File: src/rtl/flash_guard_consts.svh
// Offsets, field positions, reset values and address map of the Flash guard
// How it works
// - MOVX writes reach Flash only with write enable; MOVX reads go to XRAM
// - Software writes need write enable; page erase also needs erase enable
// - Write enable plus erase enable turns a MOVX write into a page erase
// - Complement of lock byte gives n; pages 0 to n-1 are locked
// - Lock byte is last user byte; its page base depends on Flash size
// - Lock byte page is open only while the lock byte reads all ones
// - Open pages outside the lock page are open to every requester
// - Locked pages: debug refused, unlocked firmware faults, locked allowed
// - Lock page read/write open if nothing locked, else locked firmware only
// - Lock byte reads follow the lock page permission pattern
// - Firmware erase of lock page faults; debug erases it only unlocked
// - With pages locked, only a debug whole-device erase clears lock page
// - A written lock byte never changes; firmware faults, debug is refused
// - Reserved area: debug refused, firmware from any page faults
// - Reserved area spans 0x1e00 to 0x1fff
// - A firmware fault resets device and leaves the Flash error flag set
// - Forbidden debug requests are dropped silently, never resetting
// - Lock state is sampled only at reset; later lock byte writes wait
// - Interrupts are held while a Flash write or erase is in progress
`ifndef FLASH_GUARD_CONSTS_SVH
`define FLASH_GUARD_CONSTS_SVH

// Register byte offsets on APB
`define PSC_OFFSET      8'h00
`define RSR_OFFSET      8'h04
`define LKS_OFFSET      8'h08

// Field positions
`define PSC_SWE_BIT     0
`define PSC_SEE_BIT     1
`define RSR_POR_BIT     1
`define RSR_FERR_BIT    6

// Reset values
`define PSC_RESET       1'b0
`define LOCK_RESET      8'h00

// Flash address map
`define LOCK_PAGE_8K    16'h1c00
`define LOCK_PAGE_4K    16'h0e00
`define LOCK_PAGE_2K    16'h0600
`define RSVD_BASE       16'h1e00
`define RSVD_LAST       16'h1fff
`define PAGE_OFS_LAST   9'h1ff
`define PAGE_OFS_ZERO   9'h000
`define LOCK_ERASED     8'hff

`endif

File: src/rtl/flash_guard_pkg.sv
// Types shared by the Flash guard modules
package flash_guard_pkg;

	typedef enum logic [1:0] {
		RG_OPEN      = 2'h0,
		RG_LOCKED    = 2'h1,
		RG_LOCK_PAGE = 2'h2,
		RG_RESERVED  = 2'h3
	} region_t;

	typedef enum logic [1:0] {
		OP_READ  = 2'h0,
		OP_WRITE = 2'h1,
		OP_ERASE = 2'h2,
		OP_CHIP  = 2'h3
	} flash_op_t;

	typedef enum logic [1:0] {
		CK_MOVX_READ  = 2'h0,
		CK_MOVX_WRITE = 2'h1,
		CK_MOVC_READ  = 2'h2
	} cpu_kind_t;

	typedef enum logic [1:0] {
		V_ALLOW  = 2'h0,
		V_IGNORE = 2'h1,
		V_ERROR  = 2'h2
	} verdict_t;

	typedef enum logic [2:0] {
		ST_RUN     = 3'h1,
		ST_DBG_END = 3'h2,
		ST_FAULT   = 3'h4
	} guard_state_t;

endpackage : flash_guard_pkg

File: src/rtl/flash_security_access_guard.sv
// Flash access guard: routes and polices firmware and debug Flash requests
`timescale 1ns/10ps
`default_nettype none
`include "flash_guard_consts.svh"
module flash_security_access_guard #(
	parameter logic [15:0] LOCK_PAGE_BASE = `LOCK_PAGE_8K
) (
	input  wire logic        ref_clk,
	input  wire logic        reset,
	input  wire logic        power_on_reset,
	input  wire logic        clk_en,
	input  wire logic        psel,
	input  wire logic        penable,
	input  wire logic        pwrite,
	input  wire logic [7:0]  paddr,
	input  wire logic [31:0] pwdata,
	output logic      [31:0] prdata,
	output logic             pready,
	output logic             pslverr,
	input  wire logic        cpu_valid,
	input  wire logic [1:0]  cpu_kind,
	input  wire logic [15:0] cpu_addr,
	input  wire logic [15:0] cpu_pc,
	input  wire logic [7:0]  cpu_wdata,
	input  wire logic        dbg_valid,
	input  wire logic [1:0]  dbg_op,
	input  wire logic [15:0] dbg_addr,
	input  wire logic [7:0]  dbg_wdata,
	output logic             dbg_done,
	output logic             dbg_granted,
	input  wire logic [7:0]  lock_byte_in,
	input  wire logic        flash_busy,
	output logic             flash_valid,
	output logic      [1:0]  flash_op,
	output logic      [15:0] flash_addr,
	output logic      [7:0]  flash_wdata,
	output logic             flash_from_dbg,
	output logic             xram_valid,
	output logic             xram_write,
	output logic      [15:0] xram_addr,
	output logic      [7:0]  xram_wdata,
	output logic             flash_error_reset,
	output logic             irq_hold
);

	flash_guard_pkg::guard_state_t state_q;
	flash_guard_pkg::flash_op_t    cpu_op;
	flash_guard_pkg::flash_op_t    dbg_op_e;
	flash_guard_pkg::region_t      cpu_rg;
	flash_guard_pkg::region_t      dbg_rg;
	flash_guard_pkg::region_t      pc_rg;
	flash_guard_pkg::verdict_t     cpu_v;
	flash_guard_pkg::verdict_t     dbg_v;
	logic        cpu_to_xram;
	logic        cpu_take;
	logic        dbg_take;
	logic        fw_locked;
	logic        any_locked;
	logic        lb_written;
	logic        cpu_lb_mod;
	logic        dbg_lb_mod;
	logic        lock_ready;
	logic [7:0]  lock_byte;
	logic [7:0]  lock_count;
	logic        swe_q;
	logic        see_q;
	logic        por_flag_q;
	logic        ferr_flag_q;
	logic        in_reset_q;
	logic        apb_done;
	logic        apb_first;
	logic [31:0] rd_mux;
	logic        rd_hit;

	// Lock state is frozen from reset release onward
	lock_byte_latch u_lock (
		.ref_clk      (ref_clk),
		.reset        (reset),
		.clk_en       (clk_en),
		.lock_byte_in (lock_byte_in),
		.lock_byte_q  (lock_byte),
		.lock_ready_q (lock_ready)
	);

	// Which protection class an address falls in
	function automatic flash_guard_pkg::region_t region_of(
		input logic [15:0] addr,
		input logic [7:0]  count
	);
		logic [6:0] page;
		page = addr[15:9];
		if ((addr >= `RSVD_BASE && addr <= `RSVD_LAST) ||
			page > LOCK_PAGE_BASE[15:9])
			region_of = flash_guard_pkg::RG_RESERVED;
		else if (page == LOCK_PAGE_BASE[15:9])
			region_of = flash_guard_pkg::RG_LOCK_PAGE;
		else if ({1'b0, page} < count)
			region_of = flash_guard_pkg::RG_LOCKED;
		else
			region_of = flash_guard_pkg::RG_OPEN;
	endfunction : region_of

	// Permission table; debug gets ignore where firmware would fault, except chip erase and unlocked lock page erase, which debug is allowed
	function automatic flash_guard_pkg::verdict_t decide(
		input logic                       dbg,
		input flash_guard_pkg::flash_op_t op,
		input flash_guard_pkg::region_t   rg,
		input logic                       fw_lk,
		input logic                       any_lk,
		input logic                       lb_mod
	);
		flash_guard_pkg::verdict_t deny;
		deny = dbg ? flash_guard_pkg::V_IGNORE : flash_guard_pkg::V_ERROR;
		decide = flash_guard_pkg::V_ALLOW;
		if (op == flash_guard_pkg::OP_CHIP)
			decide = dbg ? flash_guard_pkg::V_ALLOW : deny;
		else
		begin
			unique case (rg)
			flash_guard_pkg::RG_OPEN:
				decide = flash_guard_pkg::V_ALLOW;
			flash_guard_pkg::RG_LOCKED:
				decide = (!dbg && fw_lk) ? flash_guard_pkg::V_ALLOW : deny;
			flash_guard_pkg::RG_LOCK_PAGE:
				if (op == flash_guard_pkg::OP_ERASE)
					decide = (dbg && !any_lk) ? flash_guard_pkg::V_ALLOW :
						deny;
				else if (lb_mod)
					decide = deny;
				else if (any_lk && !(!dbg && fw_lk))
					decide = deny;
				else
					decide = flash_guard_pkg::V_ALLOW;
			flash_guard_pkg::RG_RESERVED:
				decide = deny;
			endcase
		end
	endfunction : decide

	// Lock summary from the sampled byte
	assign lock_count = ~lock_byte;
	assign any_locked = (lock_byte != `LOCK_ERASED);
	// Live Flash contents decide whether the byte has been written already
	assign lb_written = (lock_byte_in != `LOCK_ERASED);

	// Firmware class from the page the code runs from
	assign pc_rg     = region_of(cpu_pc, lock_count);
	assign fw_locked = (pc_rg == flash_guard_pkg::RG_LOCKED) ||
		(pc_rg == flash_guard_pkg::RG_LOCK_PAGE && any_locked);

	// Firmware request steering by instruction kind and enables
	always_comb
	begin
		cpu_op      = flash_guard_pkg::OP_READ;
		cpu_to_xram = 1'b0;
		unique case (cpu_kind)
		flash_guard_pkg::CK_MOVX_READ:
			cpu_to_xram = 1'b1;
		flash_guard_pkg::CK_MOVX_WRITE:
			if (!swe_q)
				cpu_to_xram = 1'b1;
			else if (see_q)
				cpu_op = flash_guard_pkg::OP_ERASE;
			else
				cpu_op = flash_guard_pkg::OP_WRITE;
		flash_guard_pkg::CK_MOVC_READ:
			cpu_op = flash_guard_pkg::OP_READ;
		default:
			cpu_to_xram = 1'b1; // Unused code treated as a data read
		endcase
	end

	assign dbg_op_e = flash_guard_pkg::flash_op_t'(dbg_op);
	assign cpu_rg   = region_of(cpu_addr, lock_count);
	assign dbg_rg   = region_of(dbg_addr, lock_count);
	assign cpu_lb_mod = (cpu_op == flash_guard_pkg::OP_WRITE) &&
		(cpu_addr[8:0] == `PAGE_OFS_LAST) && lb_written;
	assign dbg_lb_mod = (dbg_op_e == flash_guard_pkg::OP_WRITE) &&
		(dbg_addr[8:0] == `PAGE_OFS_LAST) && lb_written;
	assign cpu_v = decide(1'b0, cpu_op, cpu_rg, fw_locked, any_locked,
		cpu_lb_mod);
	assign dbg_v = decide(1'b1, dbg_op_e, dbg_rg, 1'b0, any_locked,
		dbg_lb_mod);

	// Firmware wins a tie; debug waits since the CPU cannot stall here
	assign cpu_take = clk_en && cpu_valid && lock_ready &&
		(state_q != flash_guard_pkg::ST_FAULT);
	assign dbg_take = clk_en && dbg_valid && !cpu_valid && lock_ready &&
		(state_q == flash_guard_pkg::ST_RUN);

	// Sequencer: debug handshake and terminal fault
	always_ff @(posedge ref_clk)
	begin
		if (reset)
			state_q <= flash_guard_pkg::ST_RUN;
		else if (clk_en)
		begin
			unique case (state_q)
			flash_guard_pkg::ST_RUN:
				if (cpu_take && !cpu_to_xram && cpu_v == flash_guard_pkg::V_ERROR)
					state_q <= flash_guard_pkg::ST_FAULT;
				else if (dbg_take)
					state_q <= flash_guard_pkg::ST_DBG_END;
			flash_guard_pkg::ST_DBG_END:
				if (cpu_take && !cpu_to_xram && cpu_v == flash_guard_pkg::V_ERROR)
					state_q <= flash_guard_pkg::ST_FAULT;
				else if (!dbg_valid)
					state_q <= flash_guard_pkg::ST_RUN;
			flash_guard_pkg::ST_FAULT:
				state_q <= flash_guard_pkg::ST_FAULT;
			default:
				state_q <= flash_guard_pkg::ST_FAULT; // Corrupt code is unsafe
			endcase
		end
	end

	// Flash command issue; erase aligns to the page, firmware erase also drops data
	always_ff @(posedge ref_clk)
	begin
		if (reset)
		begin
			flash_valid    <= 1'b0;
			flash_op       <= flash_guard_pkg::OP_READ;
			flash_addr     <= 16'h0000;
			flash_wdata    <= 8'h00;
			flash_from_dbg <= 1'b0;
		end
		else if (clk_en)
		begin
			flash_valid <= 1'b0;
			if (cpu_take && !cpu_to_xram && cpu_v == flash_guard_pkg::V_ALLOW)
			begin
				flash_valid    <= 1'b1;
				flash_op       <= cpu_op;
				flash_from_dbg <= 1'b0;
				if (cpu_op == flash_guard_pkg::OP_ERASE)
				begin
					flash_addr  <= {cpu_addr[15:9], `PAGE_OFS_ZERO};
					flash_wdata <= 8'h00;
				end
				else
				begin
					flash_addr  <= cpu_addr;
					flash_wdata <= cpu_wdata;
				end
			end
			else if (dbg_take && dbg_v == flash_guard_pkg::V_ALLOW)
			begin
				flash_valid    <= 1'b1;
				flash_op       <= dbg_op_e;
				flash_from_dbg <= 1'b1;
				flash_wdata    <= dbg_wdata;
				if (dbg_op_e == flash_guard_pkg::OP_ERASE)
					flash_addr <= {dbg_addr[15:9], `PAGE_OFS_ZERO};
				else
					flash_addr <= dbg_addr;
			end
		end
	end

	// Data-memory path for MOVX reads and unenabled MOVX writes
	always_ff @(posedge ref_clk)
	begin
		if (reset)
		begin
			xram_valid <= 1'b0;
			xram_write <= 1'b0;
			xram_addr  <= 16'h0000;
			xram_wdata <= 8'h00;
		end
		else if (clk_en)
		begin
			xram_valid <= cpu_take && cpu_to_xram;
			if (cpu_take && cpu_to_xram)
			begin
				xram_write <= (cpu_kind == flash_guard_pkg::CK_MOVX_WRITE);
				xram_addr  <= cpu_addr;
				xram_wdata <= cpu_wdata;
			end
		end
	end

	// Debug answer: refusals are silent, only granted shows the difference
	always_ff @(posedge ref_clk)
	begin
		if (reset)
		begin
			dbg_done    <= 1'b0;
			dbg_granted <= 1'b0;
		end
		else if (clk_en)
		begin
			dbg_done    <= dbg_take;
			dbg_granted <= dbg_take && dbg_v == flash_guard_pkg::V_ALLOW;
		end
	end

	// Fault request holds until the system answers with a reset
	always_ff @(posedge ref_clk)
	begin
		if (reset)
			flash_error_reset <= 1'b0;
		else if (clk_en && cpu_take && !cpu_to_xram &&
			cpu_v == flash_guard_pkg::V_ERROR)
			flash_error_reset <= 1'b1;
	end

	// Reset cause survives the reset it caused; first reset cycle decides
	always_ff @(posedge ref_clk)
	begin
		if (power_on_reset)
		begin
			por_flag_q  <= 1'b1;
			ferr_flag_q <= 1'b0;
			in_reset_q  <= 1'b1;
		end
		else if (reset)
		begin
			in_reset_q <= 1'b1;
			if (!in_reset_q)
			begin
				ferr_flag_q <= flash_error_reset;
				por_flag_q  <= 1'b0;
			end
		end
		else if (clk_en)
			in_reset_q <= 1'b0;
	end

	// Hold interrupts while a write or erase is being launched or runs
	always_ff @(posedge ref_clk)
	begin
		if (reset)
			irq_hold <= 1'b0;
		else if (clk_en)
			irq_hold <= flash_busy || (flash_valid &&
				flash_op != flash_guard_pkg::OP_READ);
	end

	// APB: one wait state, so pready comes from a flop
	assign apb_first = psel && penable && !pready;
	assign apb_done  = psel && penable && pready;

	// Read decode; status shows the enforced lock state
	always_comb
	begin
		rd_mux = 32'h0000_0000;
		rd_hit = 1'b1;
		unique case (paddr)
		`PSC_OFFSET:
		begin
			rd_mux[`PSC_SWE_BIT] = swe_q;
			rd_mux[`PSC_SEE_BIT] = see_q;
		end
		`RSR_OFFSET:
		begin
			rd_mux[`RSR_POR_BIT]  = por_flag_q;
			rd_mux[`RSR_FERR_BIT] = ferr_flag_q;
		end
		`LKS_OFFSET:
			rd_mux[16:0] = {lock_ready, lock_count, lock_byte};
		default:
			rd_hit = 1'b0;
		endcase
	end

	always_ff @(posedge ref_clk)
	begin
		if (reset)
		begin
			pready  <= 1'b0;
			prdata  <= 32'h0000_0000;
			pslverr <= 1'b0;
		end
		else if (clk_en)
		begin
			pready  <= apb_first;
			pslverr <= apb_first && !rd_hit;
			if (apb_first && !pwrite)
				prdata <= rd_mux;
		end
	end

	// Program store control; no effect on the guard until written
	always_ff @(posedge ref_clk)
	begin
		if (reset)
		begin
			swe_q <= `PSC_RESET;
			see_q <= `PSC_RESET;
		end
		else if (clk_en && apb_done && pwrite && paddr == `PSC_OFFSET)
		begin
			swe_q <= pwdata[`PSC_SWE_BIT];
			see_q <= pwdata[`PSC_SEE_BIT];
		end
	end
endmodule : flash_security_access_guard
`default_nettype wire

File: src/rtl/lock_byte_latch.sv
// Captures the security lock byte once after each reset release
`timescale 1ns/10ps
`default_nettype none
`include "flash_guard_consts.svh"
module lock_byte_latch (
	input  wire logic       ref_clk,
	input  wire logic       reset,
	input  wire logic       clk_en,
	input  wire logic [7:0] lock_byte_in,
	output logic      [7:0] lock_byte_q,
	output logic            lock_ready_q
);

	// Reads as fully locked until captured, so nothing leaks before sampling
	always_ff @(posedge ref_clk)
	begin
		if (reset)
		begin
			lock_byte_q  <= `LOCK_RESET;
			lock_ready_q <= 1'b0;
		end
		else if (clk_en && !lock_ready_q)
		begin
			lock_byte_q  <= lock_byte_in;
			lock_ready_q <= 1'b1;
		end
	end
endmodule : lock_byte_latch
`default_nettype wire

File: config.mk
export PLATFORM = sky130hd
export DESIGN_NAME = flash_security_access_guard
export DESIGN_NICKNAME = d
export VERILOG_FILES = /design/src/rtl/flash_guard_pkg.sv /design/src/rtl/flash_security_access_guard.sv /design/src/rtl/lock_byte_latch.sv
export VERILOG_INCLUDE_DIRS = /design/src /design/src/rtl
export SDC_FILE = /design/constraint.sdc
export NUM_CORES = 1
export LEC_CHECK = 0
export ABC_AREA = 1
export BUFFER_PORTS_ARGS = -buffer_cell sky130_fd_sc_hd__buf_2
export CORE_AREA = 3 3 104 106
export DETAILED_ROUTE_END_ITERATION = 10
export DIE_AREA = 0 0 107 109
export GPL_TIMING_DRIVEN = 0
export PLACE_DENSITY = 0.89
export SYNTH_ARGS = -nofsm -noshare
export SYNTH_HDL_FRONTEND = slang
export SYNTH_SLANG_ARGS = --single-unit
File: constraint.sdc
create_clock -name ref_clk -period 2 [get_ports ref_clk]
set_input_delay 0.2 -clock ref_clk [delete_from_list [all_inputs] [get_ports ref_clk]]
set_output_delay 0.2 -clock ref_clk [all_outputs]
set_load 0.005 [all_outputs]
==> report_table.html, run 1 <==
<table>
<tr><th>Metric</th><th>Value</th></tr>
<tr><th colspan="2">Yosys</th></tr>
<tr><td>Ys Warns</td><td>0</td></tr>
<tr><td>Post-synthesis instance area</td><td>4678 um^2</td></tr>
<tr><td>Predominant post-synthesis flop cell</td><td>sky130_fd_sc_hd__dfxtp_1</td></tr>
<tr><td>Synthesized flop and latch total</td><td>94</td></tr>
<tr><td>Fraction of registers with async set/reset</td><td>0</td></tr>
<tr><td>Synth cell types</td><td>37</td></tr>
<tr><td>Area share of the leading cell type in the synthesized netlist</td><td>0.4022</td></tr>
<tr><td>Synth top area cells</td><td>sky130_fd_sc_hd__dfxtp_1 40%, sky130_fd_sc_hd__o21ai_0 8.9%, sky130_fd_sc_hd__nor2_1 8.2%, sky130_fd_sc_hd__nand2_1 7.3%, sky130_fd_sc_hd__a21oi_1 6.0%</td></tr>
<tr><td>Number of flops mapped to enable cells by yosys</td><td>0</td></tr>
<tr><td>Register area share after synthesis</td><td>0.4022</td></tr>
<tr><td>Post-Syn Area per Cell</td><td>around 7.2 um^2</td></tr>
<tr><td>Instance count of the mapped netlist</td><td>653</td></tr>
<tr><td>Biggest area consumer among synthesized cells</td><td>sky130_fd_sc_hd__dfxtp_1</td></tr>
<tr><th colspan="2">GRT</th></tr>
<tr><td>Layer carrying the most global-route usage</td><td>met2</td></tr>
<tr><td>Pin count of the biggest net entering global routing</td><td>17</td></tr>
<tr><td>Initial antenna violation count</td><td>0</td></tr>
<tr><td>Met3 global-route usage</td><td>0.05447</td></tr>
<tr><td>First-pass GRT wire length</td><td>22,980 um</td></tr>
<tr><td>Met1 usage</td><td>0.3013</td></tr>
<tr><td>Routing usage on met2</td><td>0.4294</td></tr>
<tr><td>Via count of the first global-routing pass</td><td>4,769</td></tr>
<tr><td>Global-route total usage across every layer</td><td>0.2486</td></tr>
<tr><td>GR Overflow Total</td><td>0</td></tr>
<tr><th colspan="2">Hold path</th></tr>
<tr><td>Type of the worst min-delay path</td><td>in -&gt; reg</td></tr>
<tr><td>Startpoint of the worst hold path</td><td>power_on_reset</td></tr>
<tr><th colspan="2">Timing</th></tr>
<tr><td>Final hold slack</td><td>67.82 ps</td></tr>
<tr><td>Slew margin rel.</td><td>0.6104</td></tr>
<tr><td>Final worst clock skew</td><td>8.994 ps</td></tr>
<tr><td>Setup ws final</td><td>-159.9 ps</td></tr>
<tr><td>Final setup TNS</td><td>-1378 ps</td></tr>
<tr><td>Final slew viol count</td><td>0</td></tr>
<tr><td>Final setup viols</td><td>29</td></tr>
<tr><td>Worst slew pin tran</td><td>between 500 and 600 ps</td></tr>
<tr><td>Minimum clock period after layout</td><td>2160 ps</td></tr>
<tr><td>Number of failing hold endpoints at the final stage</td><td>0</td></tr>
<tr><td>Fmax achieved</td><td>463.0 MHz</td></tr>
<tr><td>Period Utilization, post-route</td><td>1.080</td></tr>
<tr><td>RSZ-0062 raised after global routing</td><td>yes</td></tr>
<tr><th colspan="2">Route</th></tr>
<tr><td>DRC Markers</td><td>0</td></tr>
<tr><td>Via count</td><td>5,160</td></tr>
<tr><td>Post-route antenna net violation count</td><td>0</td></tr>
<tr><td>Number of vias per cell after detailed routing</td><td>5.202</td></tr>
<tr><td>Average routed wire per standard cell</td><td>15.49 um</td></tr>
<tr><td>Count of TritonRoute iterations in the first routing pass</td><td>5</td></tr>
<tr><td>First DRT Iteration DRCs</td><td>312</td></tr>
<tr><td>Final wirelength</td><td>15,370 um</td></tr>
<tr><th colspan="2">Clocking</th></tr>
<tr><td>H-tree level count</td><td>3</td></tr>
<tr><td>Root Buffer</td><td>sky130_fd_sc_hd__clkbuf_8</td></tr>
<tr><td>Clock transition time at the flip-flop clock pins of the worst setup and hold paths</td><td>about 100 ps</td></tr>
<tr><td>Clock latency at the later pin of the worst-skew pair</td><td>360 ps</td></tr>
<tr><td>Sinks on the clock net</td><td>94</td></tr>
<tr><td>Hold buffers post-CTS</td><td>0</td></tr>
<tr><td>CTS tree</td><td>yes</td></tr>
<tr><td>Number of clock buffers inserted by TritonCTS</td><td>9</td></tr>
<tr><td>Buffer depth of the longest clock path</td><td>2</td></tr>
<tr><th colspan="2">Final layout</th></tr>
<tr><td>Proportion of layout cells with a drive suffix above 1</td><td>0.3132</td></tr>
<tr><td>Antenna fix cells</td><td>0</td></tr>
<tr><td>Commonest cells after routing, fill and taps aside</td><td>169 x sky130_fd_sc_hd__buf_2, 96 x sky130_fd_sc_hd__nor2_1, 88 x sky130_fd_sc_hd__nand2_1, 88 x sky130_fd_sc_hd__dfxtp_1, 76 x sky130_fd_sc_hd__o21ai_0</td></tr>
<tr><td>Final design utilization</td><td>0.6342</td></tr>
<tr><td>Syn-to-layout area delta</td><td>33.73%</td></tr>
<tr><td>Non-filler cells, final</td><td>about 1,000</td></tr>
<tr><td>Commonest non-fill, non-tap cell in the layout</td><td>sky130_fd_sc_hd__buf_2</td></tr>
<tr><td>Net count reported at finish</td><td>998</td></tr>
<tr><th colspan="2">Setup path</th></tr>
<tr><td>Crit path DAT</td><td>2450 ps</td></tr>
<tr><td>Critical path's slowest cell</td><td>sky130_fd_sc_hd__clkinv_1</td></tr>
<tr><td>Type of the worst setup path</td><td>reg -&gt; reg</td></tr>
<tr><td>Cell class contributing the biggest share of worst-path delay</td><td>buffers and inverters</td></tr>
<tr><td>Critical path endpoint category</td><td>flip-flop</td></tr>
<tr><td>Buffer and inverter count on the worst path</td><td>2</td></tr>
<tr><td>Most repeated library cell on the critical path</td><td>sky130_fd_sc_hd__nor2_1</td></tr>
<tr><td>Delay of the slowest cell on the worst path</td><td>560 ps</td></tr>
<tr><td>Crit path from</td><td>see_q</td></tr>
<tr><td>Worst Path Required</td><td>2290 ps</td></tr>
<tr><td>Worst reg2reg setup slack</td><td>-160 ps</td></tr>
<tr><td>Chain of cells forming the critical path</td><td>nand4_1 &gt; clkbuf_1 &gt; clkinv_1 &gt; o31ai_1 &gt; nor2_1 &gt; nor2_1</td></tr>
<tr><td>Startpoint of the worst register-to-register path</td><td>see_q</td></tr>
<tr><td>Type of element launching the critical path</td><td>flip-flop</td></tr>
<tr><td>Maximum fanout encountered on the critical timing path</td><td>10</td></tr>
<tr><th colspan="2">Die</th></tr>
<tr><td>Initial cell density of the core</td><td>0.4743</td></tr>
<tr><td>Die outline width</td><td>107 um</td></tr>
<tr><td>Core box area</td><td>9864 um^2</td></tr>
<tr><td>I/O pin total</td><td>218</td></tr>
<tr><td>Area of the die</td><td>11,660 um^2</td></tr>
<tr><td>Count of standard-cell rows</td><td>36</td></tr>
<tr><td>Chip Height</td><td>109 um</td></tr>
<tr><th colspan="2">Pwr</th></tr>
<tr><td>Power density over the cells</td><td>a little under 600 nW/um^2</td></tr>
<tr><td>Static Leak</td><td>3.133 nW</td></tr>
<tr><td>Maximum resistive drop on vdd</td><td>0.3768 mV</td></tr>
<tr><th colspan="2">Placed design</th></tr>
<tr><td>Cell count after placement</td><td>962</td></tr>
<tr><td>HPWL after detailed placement</td><td>11,390 um</td></tr>
<tr><td>Routability congestion estimate</td><td>slightly below 0.9</td></tr>
<tr><td>Port Buffer Count</td><td>162</td></tr>
<tr><th colspan="2">Outcome</th></tr>
<tr><td>Run status</td><td>finished with violations</td></tr>
<tr><td>Violations in the final reports</td><td>negative setup slack</td></tr>
<tr><th colspan="2">Run</th></tr>
<tr><td>Total of max-cap violations</td><td>0</td></tr>
</table>
==> final cells by class <==
type / instances / area [um^2]
Fill cell: 891 / 3608
Multi-Input combinational cell: 466 / 2509
Clock buffer: 11 / 131.4
Buffer: 47 / 307.8
Inverter: 60 / 227.7
Timing Repair Buffer: 176 / 972.2
Tap cell: 133 / 166.4
Clock inverter: 5 / 42.54
Sequential cell: 94 / 1899
==> synth_stat cells, types with 2 or more instances <==
library cell / n
sky130_fd_sc_hd__nor2_1: 102
sky130_fd_sc_hd__dfxtp_1: 94
sky130_fd_sc_hd__nand2_1: 91
sky130_fd_sc_hd__o21ai_0: 83
sky130_fd_sc_hd__a21oi_1: 56
sky130_fd_sc_hd__inv_1: 55
sky130_fd_sc_hd__nand3_1: 42
sky130_fd_sc_hd__buf_4: 18
sky130_fd_sc_hd__ha_1: 18
sky130_fd_sc_hd__clkbuf_1: 16
sky130_fd_sc_hd__nand4_1: 12
sky130_fd_sc_hd__o31ai_1: 9
sky130_fd_sc_hd__nand2_2: 8
sky130_fd_sc_hd__buf_2: 6
sky130_fd_sc_hd__nor3_1: 6
sky130_fd_sc_hd__buf_6: 5
sky130_fd_sc_hd__o21ai_1: 5
sky130_fd_sc_hd__inv_2: 3
sky130_fd_sc_hd__nor3_2: 3
sky130_fd_sc_hd__clkinv_1: 2
sky130_fd_sc_hd__nor4_1: 2
sky130_fd_sc_hd__or2_1: 2
==> power breakdown <==
part / total, mW / internal (mW) / switching, mW
Clock: 1.17 / 0.468 / 0.706
Combinational: 0.572 / 0.243 / 0.328
Sequential: 1.98 / 1.93 / 0.0505
Total: 3.73 / 2.65 / 1.08
==> metal layers <==
metal,part of all wire,vias up
met4,0.029,0
met1,0.40,2327
li1,-,2540
met5,0,-
met3,0.092,40
met2,0.48,253
==> repair_timing <==
item                                   CTS  global route
gates cloned                             1             2
pin swaps                                4             9
resized for setup                        8            52
setup buffers                            5             6
setup endpoints to repair               31            43
endpoints found under the hold margin    0             0
==> flip-flops by register name, summed over array words and instances, names as in the netlist, 2 cells and up <==
name and count:
xram_addr 16, state_q 3, flash_addr 16, flash_op 2, prdata 17, flash_wdata 8
u_lock.lock_byte_q 8, xram_wdata 8
==> final timing paths <==
kind,endpoint,cells past startpoint
max reg2reg,flash_addr[2],6
min,por_flag_q,3
max,flash_addr[2],6
min reg2reg,dbg_done,2
==> per-stage QoR <==
stage	cell area, um^2	power [mW]	worst slack (ps)
3_5_place_dp	5708	2.544	-221.5
4_1_cts	5949	3.696	0.5218
2_1_floorplan	4731	2.301	152.7
3_3_place_gp	5708	2.530	-197.6
6_report	6256	3.730	-159.9
5_1_grt	6256	3.877	-242.8
==> kinds of logic (layout without fill, tap and decap cells) <==
| group | after synthesis | count (layout) | synth area share |
|---|---|---|---|
| flip-flops | 94 | 94 | 0.4022 |
| AND/OR/NAND/NOR | 274 | 274 | 0.2578 |
| AO/OA/AOI/OAI | 159 | 159 | 0.1787 |
| buffers and inverters | 107 | 299 | 0.1123 |
| other | 1 | 15 | 0.0008016 |
| adder cells (fa/ha/maj) | 18 | 18 | 0.04814 |
==> worst min-delay path, cell delays in order <==
cell	delay, ps
sky130_fd_sc_hd__buf_2	70
sky130_fd_sc_hd__inv_1	50
sky130_fd_sc_hd__o21ai_0	70
Power figures use the tool's default switching activity.
==> inputs of run 2 (changes only) <==
--- a/config.mk
+++ b/config.mk
@@ -6,11 +6,10 @@
 export SDC_FILE = /design/constraint.sdc
 export NUM_CORES = 1
 export LEC_CHECK = 0
-export ABC_AREA = 1
 export BUFFER_PORTS_ARGS = -buffer_cell sky130_fd_sc_hd__buf_2
-export CORE_AREA = 3 3 104 106
+export CORE_AREA = 3 3 103 105
 export DETAILED_ROUTE_END_ITERATION = 10
-export DIE_AREA = 0 0 107 109
+export DIE_AREA = 0 0 106 108
 export GPL_TIMING_DRIVEN = 0
 export PLACE_DENSITY = 0.89
 export SYNTH_ARGS = -nofsm -noshare
==> run 2 against run 1 <==
Compared with the run above:
- the flow still finishes with violations (negative setup slack)
- maximum frequency decreased by 6.6%
- via count decreased by 4.0%
- count of clock-buffer cells in the layout decreased by 1
- critical path depth increased by 3
- final cell count decreased by 10%
- critical endpoint is now flash_error_reset
==> report_table.html, run 2 <==
<table>
<tr><th>Metric</th><th>Value</th></tr>
<tr><th colspan="2">Setup path</th></tr>
<tr><td>Worst Path Required</td><td>2220 ps (-70 ps)</td></tr>
<tr><td>Chain of cells forming the critical path</td><td>ha_4 &gt; a211oi_2 &gt; nor2_1 &gt; or4_4 &gt; o211ai_1 &gt; buf_4 &gt; buf_6 &gt; a21o_1 &gt; a21oi_1</td></tr>
<tr><td>Worst reg2reg path depth</td><td>9 (+3)</td></tr>
<tr><td>Worst reg2reg setup slack</td><td>-310 ps (-150 ps)</td></tr>
<tr><td>Type of the worst setup path</td><td>reg -&gt; reg</td></tr>
<tr><td>Crit path DAT</td><td>2530 ps (+80 ps)</td></tr>
<tr><td>Type of element launching the critical path</td><td>flip-flop</td></tr>
<tr><td>Maximum fanout encountered on the critical timing path</td><td>4 (-6)</td></tr>
<tr><td>Delay of the slowest cell on the worst path</td><td>520 ps (-40 ps)</td></tr>
<tr><td>Critical path's slowest cell</td><td>sky130_fd_sc_hd__or4_4</td></tr>
<tr><td>Critical path endpoint category</td><td>flip-flop</td></tr>
<tr><th colspan="2">Route</th></tr>
<tr><td>Final wirelength</td><td>15,150 um (-1.4%)</td></tr>
<tr><td>Average routed wire per standard cell</td><td>17.04 um (+10%)</td></tr>
<tr><td>DRC Markers</td><td>0 (unchanged)</td></tr>
<tr><td>Post-route antenna net violation count</td><td>0 (unchanged)</td></tr>
<tr><td>Via count</td><td>4,952 (-4.0%)</td></tr>
<tr><td>First DRT Iteration DRCs</td><td>395 (+27%)</td></tr>
<tr><td>Number of vias per cell after detailed routing</td><td>5.570 (+7.1%)</td></tr>
<tr><td>Count of TritonRoute iterations in the first routing pass</td><td>5 (unchanged)</td></tr>
<tr><th colspan="2">Timing</th></tr>
<tr><td>RSZ-0062 raised after global routing</td><td>yes</td></tr>
<tr><td>Final setup viols</td><td>32 (+10%)</td></tr>
<tr><td>Final slew viol count</td><td>0 (unchanged)</td></tr>
<tr><td>Fmax achieved</td><td>432.5 MHz (-6.6%)</td></tr>
<tr><td>Minimum clock period after layout</td><td>2312 ps (+152.0 ps)</td></tr>
<tr><td>Number of failing hold endpoints at the final stage</td><td>0 (unchanged)</td></tr>
<tr><td>Final worst clock skew</td><td>13.50 ps (+4.506 ps)</td></tr>
<tr><td>Period Utilization, post-route</td><td>1.156 (+0.07599)</td></tr>
<tr><td>Setup ws final</td><td>-311.9 ps (-152.0 ps)</td></tr>
<tr><td>Final setup TNS</td><td>-7607 ps (-6228 ps)</td></tr>
<tr><td>Slew margin rel.</td><td>0.4585 (-0.1519)</td></tr>
<tr><td>Worst slew pin tran</td><td>809.2 ps (+224.9 ps)</td></tr>
<tr><th colspan="2">Final layout</th></tr>
<tr><td>Proportion of layout cells with a drive suffix above 1</td><td>0.3550 (+0.04181)</td></tr>
<tr><td>Largest reg by FF count</td><td>prdata</td></tr>
<tr><td>Final Instance Area</td><td>6289 um^2 (+0.52%)</td></tr>
<tr><td>Syn-to-layout area delta</td><td>36.80%</td></tr>
<tr><td>Final design utilization</td><td>0.6463 (+0.01215)</td></tr>
<tr><td>Commonest non-fill, non-tap cell in the layout</td><td>sky130_fd_sc_hd__buf_2</td></tr>
<tr><td>Net count reported at finish</td><td>895 (-10%)</td></tr>
<tr><td>Registers with the most flip-flops</td><td>prdata x17, flash_addr x16, xram_addr x16</td></tr>
<tr><td>Commonest cells after routing, fill and taps aside</td><td>163 x sky130_fd_sc_hd__buf_2, 87 x sky130_fd_sc_hd__dfxtp_1, 82 x sky130_fd_sc_hd__nand2_1</td></tr>
<tr><td>Number of flip-flops in the largest register</td><td>17 (unchanged)</td></tr>
<tr><th colspan="2">Pwr</th></tr>
<tr><td>Power density over the cells</td><td>606.3 nW/um^2 (+1.7%)</td></tr>
<tr><td>Switching pwr</td><td>1.042 mW (-3.9%)</td></tr>
<tr><td>Reg power frac</td><td>0.508 (-0.024)</td></tr>
<tr><td>Static Leak</td><td>2.809 nW (-10%)</td></tr>
<tr><td>Internal power</td><td>2.770 mW (+4.7%)</td></tr>
<tr><td>Switching share of power</td><td>0.2734 (-0.01737)</td></tr>
<tr><td>Total power</td><td>3.813 mW (+2.2%)</td></tr>
<tr><td>Maximum resistive drop on vdd</td><td>0.3010 mV (-20%)</td></tr>
<tr><td>Part of the power in combinational logic</td><td>0.141 (-0.012)</td></tr>
<tr><td>Clock power share</td><td>0.351 (+0.036)</td></tr>
<tr><th colspan="2">Die</th></tr>
<tr><td>I/O pin total</td><td>218 (unchanged)</td></tr>
<tr><td>Chip Height</td><td>108 um (-0.92%)</td></tr>
<tr><td>Die outline width</td><td>106 um (-0.93%)</td></tr>
<tr><td>Count of standard-cell rows</td><td>36 (unchanged)</td></tr>
<tr><td>Core box area</td><td>9729 um^2 (-1.4%)</td></tr>
<tr><td>Initial cell density of the core</td><td>0.4725 (-0.001772)</td></tr>
<tr><td>Area of the die</td><td>11,450 um^2 (-1.8%)</td></tr>
<tr><th colspan="2">Yosys</th></tr>
<tr><td>Post-Syn Area per Cell</td><td>8.435 um^2 (+18%)</td></tr>
<tr><td>Most frequent cell after synthesis</td><td>sky130_fd_sc_hd__dfxtp_1</td></tr>
<tr><td>Synth top area cells</td><td>sky130_fd_sc_hd__dfxtp_1 41%, sky130_fd_sc_hd__mux2i_1 7.0%, sky130_fd_sc_hd__nand2_1 6.8%, sky130_fd_sc_hd__a21oi_1 5.1%, sky130_fd_sc_hd__ha_1 4.9%</td></tr>
<tr><td>Synth top cells by count</td><td>94 x sky130_fd_sc_hd__dfxtp_1, 83 x sky130_fd_sc_hd__nand2_1, 51 x sky130_fd_sc_hd__nor2_1</td></tr>
<tr><td>Number of flops mapped to enable cells by yosys</td><td>0 (unchanged)</td></tr>
<tr><td>Register area share after synthesis</td><td>0.4094 (+0.007117)</td></tr>
<tr><td>Area share of the leading cell type in the synthesized netlist</td><td>0.4094 (+0.007117)</td></tr>
<tr><td>Ys Warns</td><td>0 (unchanged)</td></tr>
<tr><td>Predominant post-synthesis flop cell</td><td>sky130_fd_sc_hd__dfxtp_1</td></tr>
<tr><td>Synthesized flop and latch total</td><td>94 (unchanged)</td></tr>
<tr><td>Fraction of registers with async set/reset</td><td>0 (unchanged)</td></tr>
<tr><td>Synth cell types</td><td>50 (+35%)</td></tr>
<tr><td>Biggest area consumer among synthesized cells</td><td>sky130_fd_sc_hd__dfxtp_1</td></tr>
<tr><td>Post-synthesis instance area</td><td>4597 um^2 (-1.7%)</td></tr>
<tr><td>Instance count of the mapped netlist</td><td>545 (-17%)</td></tr>
<tr><th colspan="2">Outcome</th></tr>
<tr><td>Run status</td><td>finished with violations</td></tr>
<tr><td>Violations in the final reports</td><td>negative setup slack</td></tr>
<tr><th colspan="2">Clocking</th></tr>
<tr><td>Sinks on the clock net</td><td>94 (unchanged)</td></tr>
<tr><td>Clock latency at the later pin of the worst-skew pair</td><td>370 ps (about the same)</td></tr>
<tr><td>Buffer depth of the longest clock path</td><td>2 (unchanged)</td></tr>
<tr><td>Number of clock buffers inserted by TritonCTS</td><td>9 (unchanged)</td></tr>
<tr><td>Clock transition time at the flip-flop clock pins of the worst setup and hold paths</td><td>90 ps (about the same)</td></tr>
<tr><td>Hold buffers post-CTS</td><td>0 (unchanged)</td></tr>
<tr><td>CTS tree</td><td>yes</td></tr>
<tr><td>H-tree level count</td><td>3 (unchanged)</td></tr>
<tr><td>Root Buffer</td><td>sky130_fd_sc_hd__clkbuf_8</td></tr>
<tr><th colspan="2">GRT</th></tr>
<tr><td>Global-route total usage across every layer</td><td>0.2571 (+0.008416)</td></tr>
<tr><td>GR Overflow Total</td><td>0 (unchanged)</td></tr>
<tr><td>Pin count of the biggest net entering global routing</td><td>17 (unchanged)</td></tr>
<tr><td>Initial antenna violation count</td><td>0 (unchanged)</td></tr>
<tr><td>Via count of the first global-routing pass</td><td>4,758 (-0.23%)</td></tr>
<tr><td>First-pass GRT wire length</td><td>23,560 um (+2.5%)</td></tr>
<tr><th colspan="2">Placed design</th></tr>
<tr><td>HPWL after detailed placement</td><td>10,830 um (-4.9%)</td></tr>
<tr><td>Routability congestion estimate</td><td>0.9405 (+5.4%)</td></tr>
<tr><td>Port Buffer Count</td><td>161 (-0.62%)</td></tr>
<tr><td>Post-place instance area</td><td>5720 um^2 (+0.22%)</td></tr>
<tr><th colspan="2">Run</th></tr>
<tr><td>Total of max-cap violations</td><td>0 (unchanged)</td></tr>
<tr><th colspan="2">Hold path</th></tr>
<tr><td>Type of the worst min-delay path</td><td>in -&gt; reg</td></tr>
<tr><td>Number of instances on the worst hold path</td><td>2 (-1)</td></tr>
</table>
run 2: cell count changes in the layout (fill, tap and decap cells not counted), moves of 12 or more:
cell	previous run	this run
sky130_fd_sc_hd__mux2i_1	0	31
sky130_fd_sc_hd__a21oi_1	54	42
sky130_fd_sc_hd__o21ai_0	76	6
sky130_fd_sc_hd__a2bb2oi_1	0	14
sky130_fd_sc_hd__nand3_1	40	17
sky130_fd_sc_hd__inv_1	55	19
sky130_fd_sc_hd__nor2_1	96	50
run 2: cell type report:
class	count	area (um^2)
diodes	1	2.502
plain buffers	44	296.5
clock buffers	10	137.6
clock inverters	5	67.56
fillers	849	3441
inverters	19	71.32
multi-input cells	402	2659
flip-flops and latches	94	1903
well taps	133	166.4
repair buffers	181	984.7
run 2: path summary, 6_finish.rpt:
check | from | to
worst max-delay path | u_lock.lock_byte_q[5] | flash_error_reset
worst min-delay path | power_on_reset | ferr_flag_q
worst max register to register | u_lock.lock_byte_q[5] | flash_error_reset
worst min register to register | xram_addr[12] | xram_addr[12]
run 2: repair_timing:
item	in CTS	in global routing
endpoints found under the setup margin	33	54
buffers inserted	13	4
pin swaps	13	9
gates cloned	3	0
resized for setup	30	30
run 2: kinds of logic after synthesis:
group	Yosys count	synth area share
buffers and inverters	63	0.07022
muxes	32	0.06968
AOI/OAI and AO/OA	129	0.1927
DFF	94	0.4094
and+or+nand+nor	208	0.2082
adders and majority gates	18	0.04899
other	1	0.0008158
run 2: worst max-delay path, delay by kind of cell, from the launching register on:
family | cells | cell delay [ps]
AO/OA/AOI/OAI | 4 | 630
AND/OR/NAND/NOR | 2 | 580
flip-flops | 1 | 410
buffers and inverters | 2 | 340
adder cells (fa/ha/maj) | 1 | 220
run 2: power groups by stage:
stage               Combinational, mW  Sequential, mW  Clock, mW
floorplan                       0.254            1.97          0
global placement                0.442            1.99          0
detailed placement              0.453            1.99          0
CTS                             0.494            1.94       1.34
global route                    0.584            1.94       1.42
finish                          0.536            1.94       1.34
run 2: routing by layer:
layer,GRT usage,share of wire
met1,0.3251,0.40
met2,0.4331,0.48
met3,0.05373,0.089
met5,0,0
met4,0.09898,0.025
run 2: through the flow:
stage / setup slack [ps] / std cells / hold slack (ps)
after floorplan: -46.08 / 559 / 269.1
after global placement: -370.1 / 853 / 390.9
after detailed placement: -423.2 / 853 / 397.8
after CTS: -242.6 / 884 / 10.54
after global routing: -363.0 / 888 / 14.68
final: -311.9 / 889 / 25.49
==> inputs of run 3 (changes only) <==
--- a/config.mk
+++ b/config.mk
@@ -10,8 +10,8 @@
 export CORE_AREA = 3 3 103 105
 export DETAILED_ROUTE_END_ITERATION = 10
 export DIE_AREA = 0 0 106 108
-export GPL_TIMING_DRIVEN = 0
 export PLACE_DENSITY = 0.89
+export SKIP_CTS_REPAIR_TIMING = 1
 export SYNTH_ARGS = -nofsm -noshare
 export SYNTH_HDL_FRONTEND = slang
 export SYNTH_SLANG_ARGS = --single-unit
==> run 3 against run 2 <==
Compared with the run above:
- the run still ends with negative setup slack left
- wire length down 0.77%
- combinational power down 3%
- total power down 6.0%
- global-route usage down 0.94 points
- non-clock buffer count down 17
- die area unchanged
- final cell count down 2.0%
- utilization down 0.63 points
- clock power down 16%
- register-to-register slack better by 20 ps
- maximum frequency up 0.68%
- sequential power about the same
- critical path type unchanged
- critical endpoint is now flash_addr[6]
- highest routed layer unchanged
==> report_table.html, run 3 (synthesis gave the netlist of run 2 again) <==
<table>
<tr><th>Metric</th><th>Value</th></tr>
<tr><th colspan="2">Clocking</th></tr>
<tr><td>Root Buffer</td><td>sky130_fd_sc_hd__clkbuf_8</td></tr>
<tr><td>Clock transition time at the flip-flop clock pins of the worst setup and hold paths</td><td>90 ps (about the same)</td></tr>
<tr><td>H-tree level count</td><td>3 (unchanged)</td></tr>
<tr><td>Number of clock buffers inserted by TritonCTS</td><td>9 (unchanged)</td></tr>
<tr><td>Sinks on the clock net</td><td>94 (unchanged)</td></tr>
<tr><td>CTS tree</td><td>yes</td></tr>
<tr><td>Clock latency at the later pin of the worst-skew pair</td><td>370 ps (about the same)</td></tr>
<tr><td>Buffer depth of the longest clock path</td><td>2 (unchanged)</td></tr>
<tr><th colspan="2">Die</th></tr>
<tr><td>Chip Height</td><td>108 um (unchanged)</td></tr>
<tr><td>I/O pin total</td><td>218 (unchanged)</td></tr>
<tr><td>Area of the die</td><td>11,450 um^2 (unchanged)</td></tr>
<tr><td>Die outline width</td><td>106 um (unchanged)</td></tr>
<tr><td>Core box area</td><td>9729 um^2 (unchanged)</td></tr>
<tr><td>Initial cell density of the core</td><td>0.4725 (unchanged)</td></tr>
<tr><td>Count of standard-cell rows</td><td>36 (unchanged)</td></tr>
<tr><th colspan="2">Final layout</th></tr>
<tr><td>Final Instance Area</td><td>6227 um^2 (-0.97%)</td></tr>
<tr><td>Footprint of the multi-input gates</td><td>2650 um^2 (-0.33%)</td></tr>
<tr><td>Syn-to-layout area delta</td><td>35.47%</td></tr>
<tr><td>Commonest cells after routing, fill and taps aside</td><td>163 x sky130_fd_sc_hd__buf_2, 89 x sky130_fd_sc_hd__dfxtp_1, 82 x sky130_fd_sc_hd__nand2_1</td></tr>
<tr><td>Antenna fix cells</td><td>0 (-1)</td></tr>
<tr><td>Commonest non-fill, non-tap cell in the layout</td><td>sky130_fd_sc_hd__buf_2</td></tr>
<tr><td>Largest reg by FF count</td><td>prdata</td></tr>
<tr><td>Count of filler cells inserted in the layout</td><td>804 (-5.3%)</td></tr>
<tr><td>Proportion of layout cells with a drive suffix above 1</td><td>0.3523 (-0.002663)</td></tr>
<tr><td>Net count reported at finish</td><td>878 (-1.9%)</td></tr>
<tr><td>Registers with the most flip-flops</td><td>prdata x17, flash_addr x16, xram_addr x16</td></tr>
<tr><td>Register cell area after layout</td><td>1896 um^2 (-0.39%)</td></tr>
<tr><td>Number of flip-flops in the largest register</td><td>17 (unchanged)</td></tr>
<tr><th colspan="2">Route</th></tr>
<tr><td>Post-route antenna net violation count</td><td>0 (unchanged)</td></tr>
<tr><td>Final wirelength</td><td>15,030 um (-0.77%)</td></tr>
<tr><td>Via count</td><td>4,907 (-0.91%)</td></tr>
<tr><td>DRC Markers</td><td>0 (unchanged)</td></tr>
<tr><td>First DRT Iteration DRCs</td><td>396 (+0.25%)</td></tr>
<tr><td>Average routed wire per standard cell</td><td>17.26 um (+1.3%)</td></tr>
<tr><td>Count of TritonRoute iterations in the first routing pass</td><td>6 (+1)</td></tr>
<tr><td>Number of vias per cell after detailed routing</td><td>5.634 (+1.1%)</td></tr>
<tr><th colspan="2">Setup path</th></tr>
<tr><td>Maximum fanout encountered on the critical timing path</td><td>6 (+2)</td></tr>
<tr><td>Worst Path Required</td><td>2250 ps (+30 ps)</td></tr>
<tr><td>Chain of cells forming the critical path</td><td>ha_4 &gt; nand4_1 &gt; a211o_1 &gt; a221oi_4 &gt; buf_6 &gt; clkbuf_16 &gt; mux2i_1 &gt; o22ai_1</td></tr>
<tr><td>Type of the worst setup path</td><td>reg -&gt; reg</td></tr>
<tr><td>Delay of the slowest cell on the worst path</td><td>390 ps (-130 ps)</td></tr>
<tr><td>Critical path endpoint category</td><td>flip-flop</td></tr>
<tr><td>Crit path DAT</td><td>2550 ps (+20 ps)</td></tr>
<tr><td>Critical path's slowest cell</td><td>sky130_fd_sc_hd__dfxtp_4</td></tr>
<tr><td>Buffer and inverter count on the worst path</td><td>2 (unchanged)</td></tr>
<tr><td>Type of element launching the critical path</td><td>flip-flop</td></tr>
<tr><td>Cell class contributing the biggest share of worst-path delay</td><td>compound AO/OA/AOI/OAI gates</td></tr>
<tr><th colspan="2">GRT</th></tr>
<tr><td>Initial antenna violation count</td><td>0 (unchanged)</td></tr>
<tr><td>GR Overflow Total</td><td>0 (unchanged)</td></tr>
<tr><td>Global-route total usage across every layer</td><td>0.2477 (-0.009352)</td></tr>
<tr><td>Via count of the first global-routing pass</td><td>4,765 (+0.15%)</td></tr>
<tr><td>Pin count of the biggest net entering global routing</td><td>39 (+22)</td></tr>
<tr><td>First-pass GRT wire length</td><td>22,800 um (-3.2%)</td></tr>
<tr><th colspan="2">Placed design</th></tr>
<tr><td>Routability congestion estimate</td><td>0.9699 (+3.1%)</td></tr>
<tr><td>HPWL after detailed placement</td><td>11,160 um (+3.0%)</td></tr>
<tr><td>Post-place instance area</td><td>5827 um^2 (+1.9%)</td></tr>
<tr><td>Port Buffer Count</td><td>163 (+1.2%)</td></tr>
<tr><th colspan="2">Outcome</th></tr>
<tr><td>Run status</td><td>finished with violations</td></tr>
<tr><td>Violations in the final reports</td><td>negative setup slack</td></tr>
<tr><th colspan="2">Timing</th></tr>
<tr><td>Setup ws final</td><td>-296.4 ps (+15.52 ps)</td></tr>
<tr><td>Final worst clock skew</td><td>8.694 ps (-4.807 ps)</td></tr>
<tr><td>Period Utilization, post-route</td><td>1.148 (-0.007761)</td></tr>
<tr><td>Final slew viol count</td><td>0 (unchanged)</td></tr>
<tr><td>Slew margin rel.</td><td>0.5231 (+0.06453)</td></tr>
<tr><td>Final setup viols</td><td>33 (+3.1%)</td></tr>
<tr><td>Fmax achieved</td><td>435.5 MHz (+0.68%)</td></tr>
<tr><td>Number of failing hold endpoints at the final stage</td><td>0 (unchanged)</td></tr>
<tr><td>Minimum clock period after layout</td><td>2296 ps (-15.52 ps)</td></tr>
<tr><td>RSZ-0062 raised after global routing</td><td>yes</td></tr>
<tr><td>Worst slew pin tran</td><td>713.7 ps (-95.53 ps)</td></tr>
<tr><th colspan="2">Pwr</th></tr>
<tr><td>Maximum resistive drop on vdd</td><td>0.3769 mV (+25%)</td></tr>
<tr><td>Power density over the cells</td><td>575.5 nW/um^2 (-5.1%)</td></tr>
<tr><td>Static Leak</td><td>2.794 nW (-0.54%)</td></tr>
<tr><td>Total power</td><td>3.584 mW (-6.0%)</td></tr>
<tr><th colspan="2">Hold path</th></tr>
<tr><td>Type of the worst min-delay path</td><td>in -&gt; reg</td></tr>
<tr><th colspan="2">Run</th></tr>
<tr><td>Total of max-cap violations</td><td>0 (unchanged)</td></tr>
</table>
run 3: cell count changes in the layout (fill, tap and decap cells not counted), sizes merged:
cell      delta
diode        -1
inv          -2
buf          -2
clkinv       -2
clkinvlp     +1
bufinv       -1
clkbuf      -11
run 3: metal layers:
metal,global-route usage,part of all wire,vias to the layer above
met4,0.09991,0.037,0
met1,0.2950,0.40,2316
li1,-,-,2291
met3,0.05731,0.075,58
met2,0.4331,0.49,242
met5,0,0,-
run 3: layout make-up:
class / count / share of cell area
clock buffers: 14 / 0.02451
flip-flops and latches: 94 / 0.3044
multi-input cells: 402 / 0.4256
well taps: 133 / 0.02672
repair buffers: 208 / 0.2061
clock inverters: 1 / 0.001206
inverters: 19 / 0.01145
run 3: final timing paths:
check / slack (ps) / endpoint / startpoint / cells past startpoint
setup reg to reg: -300 / flash_addr[6] / u_lock.lock_byte_q[6] / 8
hold / removal: 20 / ferr_flag_q / power_on_reset / 2
hold reg to reg: 460 / xram_wdata[0] / xram_wdata[0] / 2
setup / recovery: -300 / flash_addr[6] / u_lock.lock_byte_q[6] / 8
run 3: per-stage QoR:
step	TNS, ps	setup WS [ps]	std cells	hold WS [ps]	utilization
2_1_floorplan	-384.5	-46.08	559	269.1	-
3_3_place_gp	-5310	-218.4	852	389.0	0.5989
3_5_place_dp	-7136	-283.0	852	402.4	0.5989
4_1_cts	-7990	-308.6	867	12.78	0.6154
5_1_grt	-8177	-331.3	871	11.44	0.6400
6_report	-6236	-296.4	871	17.60	0.6400
run 3: report_power, final:
| group | internal (mW) | switching, mW |
|---|---|---|
| sequential | 1.90 | 0.0296 |
| combinational | 0.237 | 0.285 |
| clock | 0.483 | 0.648 |
